==> config.mk <==
export PLATFORM = sky130hd
export DESIGN_NAME = cirq_common_regs
export DESIGN_NICKNAME = d
export VERILOG_FILES = /design/src/core/cirq_pkg.sv /design/src/core/cirq_common_regs.sv
export SDC_FILE = /design/constraint.sdc
export NUM_CORES = 1
export LEC_CHECK = 0
export BUFFER_PORTS_ARGS = -buffer_cell sky130_fd_sc_hd__buf_2
export CAP_MARGIN = 20
export CORE_MARGIN = 5
export CORE_UTILIZATION = 49
export DETAILED_ROUTE_END_ITERATION = 8
export HOLD_SLACK_MARGIN = 0.05
export PLACE_DENSITY = 0.72
export SKIP_LAST_GASP = 1
export SYNTH_ARGS = -nofsm -noshare
export SYNTH_HDL_FRONTEND = slang
export SYNTH_SLANG_ARGS = --single-unit
==> constraint.sdc <==
create_clock -name mclk_in -period 5.3 [get_ports mclk_in]
set_clock_uncertainty 0.05 [all_clocks]
set_input_delay 1.325 -clock mclk_in [delete_from_list [all_inputs] [get_ports mclk_in]]
set_output_delay 1.325 -clock mclk_in [all_outputs]
set_load 0.02 [all_outputs]
==> src/core/cirq_pkg.sv <==
// Constants for the common register and interrupt block.
// Assumes a 40 MHz core clock and a byte-wide host register port.
package cirq_pkg;

    // ****************
    // Register offsets
    // ****************
    localparam logic [15:0] GATEWAY_OFF     = 16'h0001;
    localparam logic [15:0] SUBNET_OFF      = 16'h0005;
    localparam logic [15:0] MAC_OFF         = 16'h0009;
    localparam logic [15:0] SRC_IP_OFF      = 16'h000f;
    localparam logic [15:0] ASSERT_WAIT_OFF = 16'h0013;
    localparam logic [15:0] INT_STATUS_OFF  = 16'h0015;
    localparam logic [15:0] INT_MASK_OFF    = 16'h0016;
    localparam logic [15:0] SOCK_STAT_OFF   = 16'h0017;
    localparam logic [15:0] SOCK_MASK_OFF   = 16'h0018;
    localparam logic [15:0] RETRY_TIME_OFF  = 16'h0019;
    localparam logic [15:0] RETRY_COUNT_OFF = 16'h001b;
    localparam logic [15:0] ICMP_NO_PORT_FLAG_IP_OFF  = 16'h0028;
    localparam logic [15:0] ICMP_NO_PORT_FLAG_PT_OFF  = 16'h002c;

    // ****************
    // Register sizes in bytes
    // ****************
    localparam int ADDR_BYTES = 4;
    localparam int MAC_BYTES  = 6;
    localparam int HALF_BYTES = 2;

    // ****************
    // Reset values
    // ****************
    localparam logic [31:0] ADDR_RST        = 32'h0000_0000;
    localparam logic [47:0] MAC_RST         = 48'h0000_0000_0000;
    localparam logic [15:0] ASSERT_WAIT_RST = 16'h0000;
    localparam logic [7:0]  BYTE_RST        = 8'h00;
    localparam logic [15:0] RETRY_TIME_RST  = 16'h07d0;
    localparam logic [7:0]  RETRY_COUNT_RST = 8'h08;

    // ****************
    // Interrupt status field positions
    // ****************
    localparam int IP_CLASH_BIT  = 7;
    localparam int NO_PORT_BIT   = 6;
    localparam int SESS_CLS_BIT  = 5;
    localparam int MAGIC_PKT_BIT = 4;
    localparam logic [7:0] INT_IMPL_MASK = 8'hf0;

    // ****************
    // Timing
    // ****************
    localparam int CLK_PERIOD_NS   = 25;
    localparam int RETRY_UNIT_NS   = 100000;
    localparam int RETRY_UNIT_CYC  = (RETRY_UNIT_NS + CLK_PERIOD_NS - 1) / CLK_PERIOD_NS;
    localparam int ASSERT_WAIT_MUL = 4;
    localparam logic [16:0] RETRY_WAIT_MAX = 17'h0ffff;

    // ****************
    // State types
    // ****************
    typedef enum logic [1:0] {
        PIN_IDLE = 2'b00,
        PIN_WAIT = 2'b01,
        PIN_LOW  = 2'b11
    } cirq_pin_t;

    typedef enum logic {
        RTY_IDLE = 1'b0,
        RTY_WAIT = 1'b1
    } cirq_retry_t;

endpackage

==> src/core/cirq_common_regs.sv <==
// Common registers, chip interrupt pin and retransmission timer.
// Assumes the host port and event sources run on mclk_in.
//
// Summary of operation
// - Gateway address at 0x0001-0x0004, cleared at reset
// - Subnet mask at 0x0005-0x0008, cleared at reset
// - Hardware address and own IP, host writable
// - Pin asserts after (setting+1)*4 clocks wait, at once for setting 0
// - Second pending interrupt keeps pin low
// - Clear with other pending: high for wait, stays low for setting 0
// - Write one clears flags; pin follows enabled
// - Bit 7 set on IP address clash
// - Bit 6 on port unreachable, capture address
// - Bit 5 on session close in PPPoE
// - Bit 4 on magic packet; bits 3-0 reserved
// - Mask bit gates each chip flag
// - Socket summary bit follows socket flags
// - Socket mask gates each summary bit
// - Retry time counts 100 us units
// - Wait retry time after command, then act
// - Timeout after count plus one expiries
// - ARP resend each interval, count times
// - TCP wait doubles, held below 65536
// - TCP final timeout raises timeout pulse
// - Magic packet needs wake packet mode
`timescale 1ns/1ps

module cirq_common_regs (
    input  wire logic        mclk_in,
    input  wire logic        reset_in,
    input  wire logic [15:0] reg_addr_in,
    input  wire logic [7:0]  reg_wdata_in,
    input  wire logic        reg_wr_in,
    input  wire logic        reg_rd_in,
    output logic      [7:0]  reg_rdata_out,
    input  wire logic        ip_clash_evt_in,
    input  wire logic        no_port_evt_in,
    input  wire logic [31:0] unreachable_ip_in,
    input  wire logic [15:0] unreachable_port_in,
    input  wire logic        session_close_evt_in,
    input  wire logic        pppoe_mode_in,
    input  wire logic        magic_packet_evt_in,
    input  wire logic        wake_packet_mode_in,
    input  wire logic [7:0]  socket_pending_bit_in,
    input  wire logic        retry_start_in,
    input  wire logic        retry_tcp_in,
    input  wire logic        peer_reply_in,
    output logic             retransmit_out,
    output logic             timeout_out,
    output logic             interrupt_pin_low_out,
    output logic      [31:0] gateway_address_out,
    output logic      [31:0] subnet_mask_out,
    output logic      [47:0] source_mac_address_out,
    output logic      [31:0] source_ip_address_out
);
    import cirq_pkg::*;

    // ****************
    // Helper functions
    // ****************

    // True when addr falls inside a register of len bytes at base
    function automatic logic in_range(input logic [15:0] addr, input logic [15:0] base,
                                      input int len);
        in_range = (addr >= base) && (addr < base + 16'(len));
    endfunction

    // Bit position of the addressed byte, first offset holds the top byte
    function automatic int byte_pos(input logic [15:0] addr, input logic [15:0] base,
                                    input int len);
        byte_pos = 8 * (len - 1 - int'(addr - base));
    endfunction

    // ****************
    // Storage
    // ****************
    logic [31:0] gateway_r;
    logic [31:0] subnet_r;
    logic [47:0] mac_r;
    logic [31:0] src_ip_r;
    logic [15:0] assert_wait_r;
    logic [7:0]  int_status_r;
    logic [7:0]  int_mask_r;
    logic [7:0]  sock_stat_r;
    logic [7:0]  sock_mask_r;
    logic [15:0] retry_time_r;
    logic [7:0]  retry_count_r;
    logic [31:0] icmp_no_port_flag_ip_r;
    logic [15:0] icmp_no_port_flag_port_r;

    logic        wr_gw;
    logic        wr_sn;
    logic        wr_mac;
    logic        wr_ip;
    logic        wr_aw;
    logic        wr_rt;
    logic        wr_is;
    logic [7:0]  int_clear;
    logic [7:0]  int_set;

    // Write decode of the host port
    always_comb begin
        wr_gw = reg_wr_in && in_range(reg_addr_in, GATEWAY_OFF, ADDR_BYTES);
        wr_sn = reg_wr_in && in_range(reg_addr_in, SUBNET_OFF, ADDR_BYTES);
        wr_mac = reg_wr_in && in_range(reg_addr_in, MAC_OFF, MAC_BYTES);
        wr_ip = reg_wr_in && in_range(reg_addr_in, SRC_IP_OFF, ADDR_BYTES);
        wr_aw = reg_wr_in && in_range(reg_addr_in, ASSERT_WAIT_OFF, HALF_BYTES);
        wr_rt = reg_wr_in && in_range(reg_addr_in, RETRY_TIME_OFF, HALF_BYTES);
        wr_is = reg_wr_in && (reg_addr_in == INT_STATUS_OFF);
    end

    // Address registers
    always_ff @(posedge mclk_in) begin
        if (reset_in) begin
            gateway_r <= ADDR_RST;
            subnet_r  <= ADDR_RST;
            mac_r     <= MAC_RST;
            src_ip_r  <= ADDR_RST;
        end else if (wr_gw) begin
            gateway_r[byte_pos(reg_addr_in, GATEWAY_OFF, ADDR_BYTES) +: 8] <= reg_wdata_in;
        end else if (wr_sn) begin
            subnet_r[byte_pos(reg_addr_in, SUBNET_OFF, ADDR_BYTES) +: 8] <= reg_wdata_in;
        end else if (wr_mac) begin
            mac_r[byte_pos(reg_addr_in, MAC_OFF, MAC_BYTES) +: 8] <= reg_wdata_in;
        end else if (wr_ip) begin
            src_ip_r[byte_pos(reg_addr_in, SRC_IP_OFF, ADDR_BYTES) +: 8] <= reg_wdata_in;
        end
    end

    // Timer and mask settings
    always_ff @(posedge mclk_in) begin
        if (reset_in) begin
            assert_wait_r <= ASSERT_WAIT_RST;
            int_mask_r    <= BYTE_RST;
            sock_mask_r   <= BYTE_RST;
            retry_time_r  <= RETRY_TIME_RST;
            retry_count_r <= RETRY_COUNT_RST;
        end else if (wr_aw) begin
            assert_wait_r[byte_pos(reg_addr_in, ASSERT_WAIT_OFF, HALF_BYTES) +: 8]
                <= reg_wdata_in;
        end else if (wr_rt) begin
            retry_time_r[byte_pos(reg_addr_in, RETRY_TIME_OFF, HALF_BYTES) +: 8]
                <= reg_wdata_in;
        end else if (reg_wr_in && reg_addr_in == INT_MASK_OFF) begin
            int_mask_r <= reg_wdata_in & INT_IMPL_MASK;
        end else if (reg_wr_in && reg_addr_in == SOCK_MASK_OFF) begin
            sock_mask_r <= reg_wdata_in;
        end else if (reg_wr_in && reg_addr_in == RETRY_COUNT_OFF) begin
            retry_count_r <= reg_wdata_in;
        end
    end

    // ****************
    // Interrupt flags
    // ****************

    // Event sources for the chip flags
    always_comb begin
        int_set = BYTE_RST;
        int_set[IP_CLASH_BIT]  = ip_clash_evt_in;
        int_set[NO_PORT_BIT]   = no_port_evt_in;
        int_set[SESS_CLS_BIT]  = session_close_evt_in && pppoe_mode_in;
        int_set[MAGIC_PKT_BIT] = magic_packet_evt_in && wake_packet_mode_in;
        int_clear = wr_is ? (reg_wdata_in & INT_IMPL_MASK) : BYTE_RST;
    end

    // Sticky flags, a set in the clearing cycle wins
    always_ff @(posedge mclk_in) begin
        if (reset_in) begin
            int_status_r <= BYTE_RST;
        end else begin
            int_status_r <= ((int_status_r & ~int_clear) | int_set) & INT_IMPL_MASK;
        end
    end

    // Destination of the last unreachable report
    always_ff @(posedge mclk_in) begin
        if (reset_in) begin
            icmp_no_port_flag_ip_r   <= ADDR_RST;
            icmp_no_port_flag_port_r <= ASSERT_WAIT_RST;
        end else if (no_port_evt_in) begin
            icmp_no_port_flag_ip_r   <= unreachable_ip_in;
            icmp_no_port_flag_port_r <= unreachable_port_in;
        end
    end

    // Socket summary follows the per-socket flag state
    always_ff @(posedge mclk_in) begin
        if (reset_in) begin
            sock_stat_r <= BYTE_RST;
        end else begin
            sock_stat_r <= socket_pending_bit_in;
        end
    end

    // ****************
    // Interrupt pin sequencing
    // ****************
    cirq_pin_t   pin_state_r;
    cirq_pin_t   pin_state_nxt;
    logic [18:0] wait_cnt_r;
    logic [18:0] wait_load;
    logic        pending;
    logic        handled;

    // Enabled pending sources and host handling of one of them
    always_comb begin
        pending = |(int_status_r & int_mask_r) | |(sock_stat_r & sock_mask_r);
        handled = |(int_clear & int_status_r) | |(sock_stat_r & ~socket_pending_bit_in);
        wait_load = (19'(assert_wait_r) + 19'd1) * 19'(ASSERT_WAIT_MUL);
    end

    // Next pin state
    always_comb begin
        pin_state_nxt = pin_state_r;
        case (pin_state_r)
            PIN_IDLE: begin
                if (pending) begin
                    pin_state_nxt = (assert_wait_r == ASSERT_WAIT_RST) ? PIN_LOW : PIN_WAIT;
                end
            end
            PIN_WAIT: begin
                if (!pending) begin
                    pin_state_nxt = PIN_IDLE;
                end else if (wait_cnt_r <= 19'd1) begin
                    pin_state_nxt = PIN_LOW;
                end
            end
            PIN_LOW: begin
                if (!pending) begin
                    pin_state_nxt = PIN_IDLE;
                end else if (handled && assert_wait_r != ASSERT_WAIT_RST) begin
                    pin_state_nxt = PIN_WAIT;
                end
            end
            default: begin
                pin_state_nxt = PIN_IDLE;
            end
        endcase
    end

    // Pin state and wait counter
    always_ff @(posedge mclk_in) begin
        if (reset_in) begin
            pin_state_r <= PIN_IDLE;
            wait_cnt_r  <= 19'd0;
        end else begin
            pin_state_r <= pin_state_nxt;
            if (pin_state_nxt == PIN_WAIT && pin_state_r != PIN_WAIT) begin
                wait_cnt_r <= wait_load;
            end else if (wait_cnt_r != 19'd0) begin
                wait_cnt_r <= wait_cnt_r - 19'd1;
            end
        end
    end

    // Active-low pin, held low while pending in PIN_LOW
    always_ff @(posedge mclk_in) begin
        if (reset_in) begin
            interrupt_pin_low_out <= 1'b1;
        end else begin
            interrupt_pin_low_out <= (pin_state_nxt != PIN_LOW);
        end
    end

    // ****************
    // Retransmission timer
    // ****************
    cirq_retry_t rty_state_r;
    logic [11:0] unit_cnt_r;
    logic [15:0] units_left_r;
    logic [15:0] cur_wait_r;
    logic [8:0]  expiry_cnt_r;
    logic        tcp_mode_r;
    logic        unit_tick;
    logic        expire;
    logic [16:0] doubled;

    // Unit tick, expiry and doubled wait
    always_comb begin
        unit_tick = (unit_cnt_r == 12'(RETRY_UNIT_CYC - 1));
        expire    = (rty_state_r == RTY_WAIT) && unit_tick && (units_left_r <= 16'd1);
        doubled   = {cur_wait_r, 1'b0};
    end

    // Retry sequencer
    always_ff @(posedge mclk_in) begin
        if (reset_in) begin
            rty_state_r    <= RTY_IDLE;
            unit_cnt_r     <= 12'd0;
            units_left_r   <= 16'd0;
            cur_wait_r     <= 16'd0;
            expiry_cnt_r   <= 9'd0;
            tcp_mode_r     <= 1'b0;
            retransmit_out <= 1'b0;
            timeout_out    <= 1'b0;
        end else begin
            retransmit_out <= 1'b0;
            timeout_out    <= 1'b0;
            unit_cnt_r     <= unit_tick ? 12'd0 : unit_cnt_r + 12'd1;
            case (rty_state_r)
                RTY_IDLE: begin
                    if (retry_start_in) begin
                        rty_state_r  <= RTY_WAIT;
                        unit_cnt_r   <= 12'd0;
                        units_left_r <= retry_time_r;
                        cur_wait_r   <= retry_time_r;
                        expiry_cnt_r <= 9'd0;
                        tcp_mode_r   <= retry_tcp_in;
                    end
                end
                RTY_WAIT: begin
                    if (peer_reply_in) begin
                        rty_state_r <= RTY_IDLE;
                    end else if (expire) begin
                        if (expiry_cnt_r == {1'b0, retry_count_r}) begin
                            timeout_out <= 1'b1;
                            rty_state_r <= RTY_IDLE;
                        end else begin
                            retransmit_out <= 1'b1;
                            expiry_cnt_r   <= expiry_cnt_r + 9'd1;
                            if (tcp_mode_r && doubled <= RETRY_WAIT_MAX) begin
                                cur_wait_r   <= doubled[15:0];
                                units_left_r <= doubled[15:0];
                            end else begin
                                units_left_r <= cur_wait_r;
                            end
                        end
                    end else if (unit_tick) begin
                        units_left_r <= units_left_r - 16'd1;
                    end
                end
                default: begin
                    rty_state_r <= RTY_IDLE;
                end
            endcase
        end
    end

    // ****************
    // Read path
    // ****************

    // Registered read data, zero for unmapped offsets
    always_ff @(posedge mclk_in) begin
        if (reset_in) begin
            reg_rdata_out <= BYTE_RST;
        end else if (!reg_rd_in) begin
            reg_rdata_out <= BYTE_RST;
        end else if (in_range(reg_addr_in, GATEWAY_OFF, ADDR_BYTES)) begin
            reg_rdata_out <= gateway_r[byte_pos(reg_addr_in, GATEWAY_OFF, ADDR_BYTES) +: 8];
        end else if (in_range(reg_addr_in, SUBNET_OFF, ADDR_BYTES)) begin
            reg_rdata_out <= subnet_r[byte_pos(reg_addr_in, SUBNET_OFF, ADDR_BYTES) +: 8];
        end else if (in_range(reg_addr_in, MAC_OFF, MAC_BYTES)) begin
            reg_rdata_out <= mac_r[byte_pos(reg_addr_in, MAC_OFF, MAC_BYTES) +: 8];
        end else if (in_range(reg_addr_in, SRC_IP_OFF, ADDR_BYTES)) begin
            reg_rdata_out <= src_ip_r[byte_pos(reg_addr_in, SRC_IP_OFF, ADDR_BYTES) +: 8];
        end else if (in_range(reg_addr_in, ASSERT_WAIT_OFF, HALF_BYTES)) begin
            reg_rdata_out <=
                assert_wait_r[byte_pos(reg_addr_in, ASSERT_WAIT_OFF, HALF_BYTES) +: 8];
        end else if (reg_addr_in == INT_STATUS_OFF) begin
            reg_rdata_out <= int_status_r;
        end else if (reg_addr_in == INT_MASK_OFF) begin
            reg_rdata_out <= int_mask_r;
        end else if (reg_addr_in == SOCK_STAT_OFF) begin
            reg_rdata_out <= sock_stat_r;
        end else if (reg_addr_in == SOCK_MASK_OFF) begin
            reg_rdata_out <= sock_mask_r;
        end else if (in_range(reg_addr_in, RETRY_TIME_OFF, HALF_BYTES)) begin
            reg_rdata_out <=
                retry_time_r[byte_pos(reg_addr_in, RETRY_TIME_OFF, HALF_BYTES) +: 8];
        end else if (reg_addr_in == RETRY_COUNT_OFF) begin
            reg_rdata_out <= retry_count_r;
        end else if (in_range(reg_addr_in, ICMP_NO_PORT_FLAG_IP_OFF, ADDR_BYTES)) begin
            reg_rdata_out <=
                icmp_no_port_flag_ip_r[byte_pos(reg_addr_in, ICMP_NO_PORT_FLAG_IP_OFF, ADDR_BYTES) +: 8];
        end else if (in_range(reg_addr_in, ICMP_NO_PORT_FLAG_PT_OFF, HALF_BYTES)) begin
            reg_rdata_out <=
                icmp_no_port_flag_port_r[byte_pos(reg_addr_in, ICMP_NO_PORT_FLAG_PT_OFF, HALF_BYTES) +: 8];
        end else begin
            reg_rdata_out <= BYTE_RST;
        end
    end

    // Configured addresses for the protocol engines
    always_comb begin
        gateway_address_out    = gateway_r;
        subnet_mask_out        = subnet_r;
        source_mac_address_out = mac_r;
        source_ip_address_out  = src_ip_r;
    end

endmodule // cirq_common_regs

==> flow_summary.ini <==
[cts]
cts_max_path_buffers = 3
postCtsSetupRepairBufs = 0
cts_buffers = 39
cts.reportedPaths.clkPinSlew_ps = 60
cts_resized = 0
htreeDepth = 2
clock-sinks = 343
hold_buffers = 0
root_buffer = clkbuf_16
clock_latency_ps = 570
cts_tree = yes

[critical_path]
critical_path.most_common_cell = a2111oi_4
rr_endpoint = expiry_cnt_r[5]$_SDFFE_PP0P_
required_ps = 5670
worstSetupStartpointType = primary input
cp-endpoint = source_mac_address_out[42]$_SDFFE_PP0P_
path_buf_inv = 2
path_cells = buf_2, inv_1, ha_1, or2b_1, a32oi_1, a2111oi_4, nand3_1, a2111oi_4, o211ai_2, nor3b_1, a211oi_2, or3_1, mux2i_1, nor2_1
r2r_cells = 9
worstPathArrival_ps = 5290
path_max_fanout = 8
end_kind = flip-flop
crit_slowest_cell = a211oi_2
crit-reg2reg-launch = units_left_r[8]$_SDFFE_PP0P_
slowest_delay_ps = 650
crit_family = compound AO/OA/AOI/OAI gates
worstSetupStartpoint = reg_addr_in[1]
worst-path-stages = 14
r2r_setup_slack_ps = 1810
criticalPathCategory = in2reg

[synthesis]
postSynth.asyncResetShare_pct = 0
ys_seq_elements = 343
synth_flop_cell = dfxtp_1
syn_inst = 2354
synth_top_cell_by_area = dfxtp_1
synthTopCellsByArea = dfxtp_1 (34%), mux2i_1 (13%), nor2_1 (6.2%)
ys_seq_area_share_pct = 33.6
synth.distinct_cells = 97
synth_edf_count = 0
synth_area_um2 = 20400
synth_top_area_share_pct = 33.6
avgSynthCellArea_um2 = 8.69
syn_nets = 2485
ys.warnings.count = 0

[sta]
max_freq_ghz = 0.203
setup-violations-final = 0
rsz0062_at_grt = no
setup_tns_ps = 0
worst_pin_slew_ps = 1170
finalHoldViolations = 0
slew_headroom_pct = 21.9
fin_ws_ps = 375
post-route-min-period_ps = 4930
maxSlewViolCount = 0
min_period_over_period_pct = 92.9
whs_ps = 420

[floorplan]
io-pin-count = 248
num_rows = 74
core_area_um2 = 41000
dieHeight_um = 214
fp.dieW_um = 214
start_util_pct = 49.8
die_area_um2 = 45900

[finish]
final_common_cell = dfxtp_1
syn_to_final_growth_pct = 17.9
fin_cells = 3187
finalNetCount = 2759
final_core_util_pct = 58.8
drive_above_1_share_pct = 20.8
layout_common_cells = dfxtp_1 (343), nor2_1 (336), mux2i_1 (265)

[status]
status = completed

[detailed_routing]
drt_wl_total_um = 71700
first_pass_iters = 5
post-route-drc-count = 0
vias = 19600
routedWlPerCell_um = 22.5
avgViaCountPerCell = 6.16
drt_iter0_drc = 2230
drtAntennaViolNets = 0

[pwr]
p_int_w = 0.00464
power_density_nw_per_um2 = 272
pwr-share-clk_pct = 40.9
power_leakage_nw = 10.1
seq_power_share_pct = 40.8
p_sw_w = 0.00191
pwr-share-comb_pct = 18.3
ir_drop_mv = 0.245
swShare_pct = 29.1

[global_routing]
first_global_vias = 19000
antenna_found_initial = 2
grt_pass1_wl_um = 111000
grt_max_degree = 164
grt_overflow = 0
grt_use_total_pct = 29.8

[place]
place.gp.congestion = 0.969
numPortBuffers = 247
dp_hpwl_um = 53400
place_inst = 3119
place_ws_ps = -125

[hold_path]
min_from = sock_mask_r[3]$_SDFFE_PP0P_
hold_class = reg2reg

[job]
maxCapViolCount = 0
[worst min-delay path by stage]
stage                                  end  slack (ps)  depth (start not counted)
5_1_grt        cur_wait_r[15]$_SDFFE_PP0P_         450                          2
4_1_cts        sock_mask_r[0]$_SDFFE_PP0P_         420                          2
3_5_place_dp   sock_mask_r[0]$_SDFFE_PP0P_         410                          2
2_1_floorplan     unit_cnt_r[0]$_SDFF_PP0_         380                          1
3_3_place_gp      unit_cnt_r[0]$_SDFF_PP0_         390                          1
6_report       sock_mask_r[3]$_SDFFE_PP0P_         420                          2
[registers in the layout, summed over array words and instances, names as in the netlist, 2 cells and up]
| signal | cells |
|---|---|
| icmp_no_port_flag_ip_r | 32 |
| int_status_r | 4 |
| expiry_cnt_r | 9 |
| retry_count_r | 8 |
| subnet_mask_out | 32 |
| int_mask_r | 4 |
| source_mac_address_out | 48 |
| retry_time_r | 16 |
| sock_stat_r | 8 |
| assert_wait_r | 16 |
| reg_rdata_out | 8 |
| cur_wait_r | 16 |
| source_ip_address_out | 32 |
| pin_state_r | 2 |
| gateway_address_out | 32 |
| units_left_r | 16 |
| unit_cnt_r | 12 |
| icmp_no_port_flag_port_r | 16 |
| wait_cnt_r | 19 |
| sock_mask_r | 8 |
[routing by layer]
| layer | part of all wire [%] | up-vias | track usage (%) |
|---|---|---|---|
| met3 | 8.5 | 169 | 5.45 |
| met2 | 46 | 1001 | 49.2 |
| met4 | 4.3 | 0 | 11.9 |
| met5 | 0 | - | 0 |
| li1 | - | 8954 | - |
| met1 | 41 | 9493 | 38.7 |
[stage by stage]
step	instance area, µm²	power, W
floorplan	20500	0.00351
global placement	22900	0.00387
detailed placement	22900	0.00390
CTS	24100	0.00657
global route	24100	0.00679
finish	24100	0.00655
[cell usage after synthesis (35+ instances only)]
master    count
a21oi_1     102
and2_1       39
and3_1       35
clkbuf_1    115
dfxtp_1     343
ha_1         38
inv_1        46
mux2i_1     265
mux4_2       40
nand2_1     146
nand2b_1     74
nand3_1      81
nor2_1      336
nor3_1       60
o21ai_0      60
xnor2_1     100
xor2_1       45
[kinds of logic after synthesis]
kind of cell | Yosys count | share of synthesized area (%)
flip-flops | 343 | 33.6
adder cells (fa/ha/maj) | 39 | 2.37
AND/OR/NAND/NOR | 945 | 23.3
AO/OA/AOI/OAI | 360 | 12.0
XOR/XNOR | 148 | 6.51
multiplexers | 323 | 18.4
buffers and inverters | 196 | 3.79
[power groups by stage]
stage / Clock (W) / Sequential, W / Combinational [W]
6_report: 0.00268 / 0.00267 / 0.00120
5_1_grt: 0.00283 / 0.00267 / 0.00129
4_1_cts: 0.00272 / 0.00267 / 0.00118
3_5_place_dp: 0 / 0.00272 / 0.00117
3_3_place_gp: 0 / 0.00272 / 0.00115
2_1_floorplan: 0 / 0.00271 / 0.000799
[worst min-delay path, delay by kind of cell (launching register included)]
kind             cells  cell delay (ps)
AND/OR/NAND/NOR      1               60
flip-flops           1              320
AO/OA/AOI/OAI        1               50
[area by class of cell]
cell class / count / area (µm²)
Clock buffer: 46 / 1040
Timing Repair Buffer: 379 / 2290
Fill cell: 3665 / 16900
Inverter: 50 / 188
Tap cell: 532 / 666
Sequential cell: 343 / 6870
Antenna cell: 1 / 2.50
Clock inverter: 21 / 200
Multi-Input combinational cell: 1815 / 12800
No activity file was read; power rests on OpenSTA's default activity.
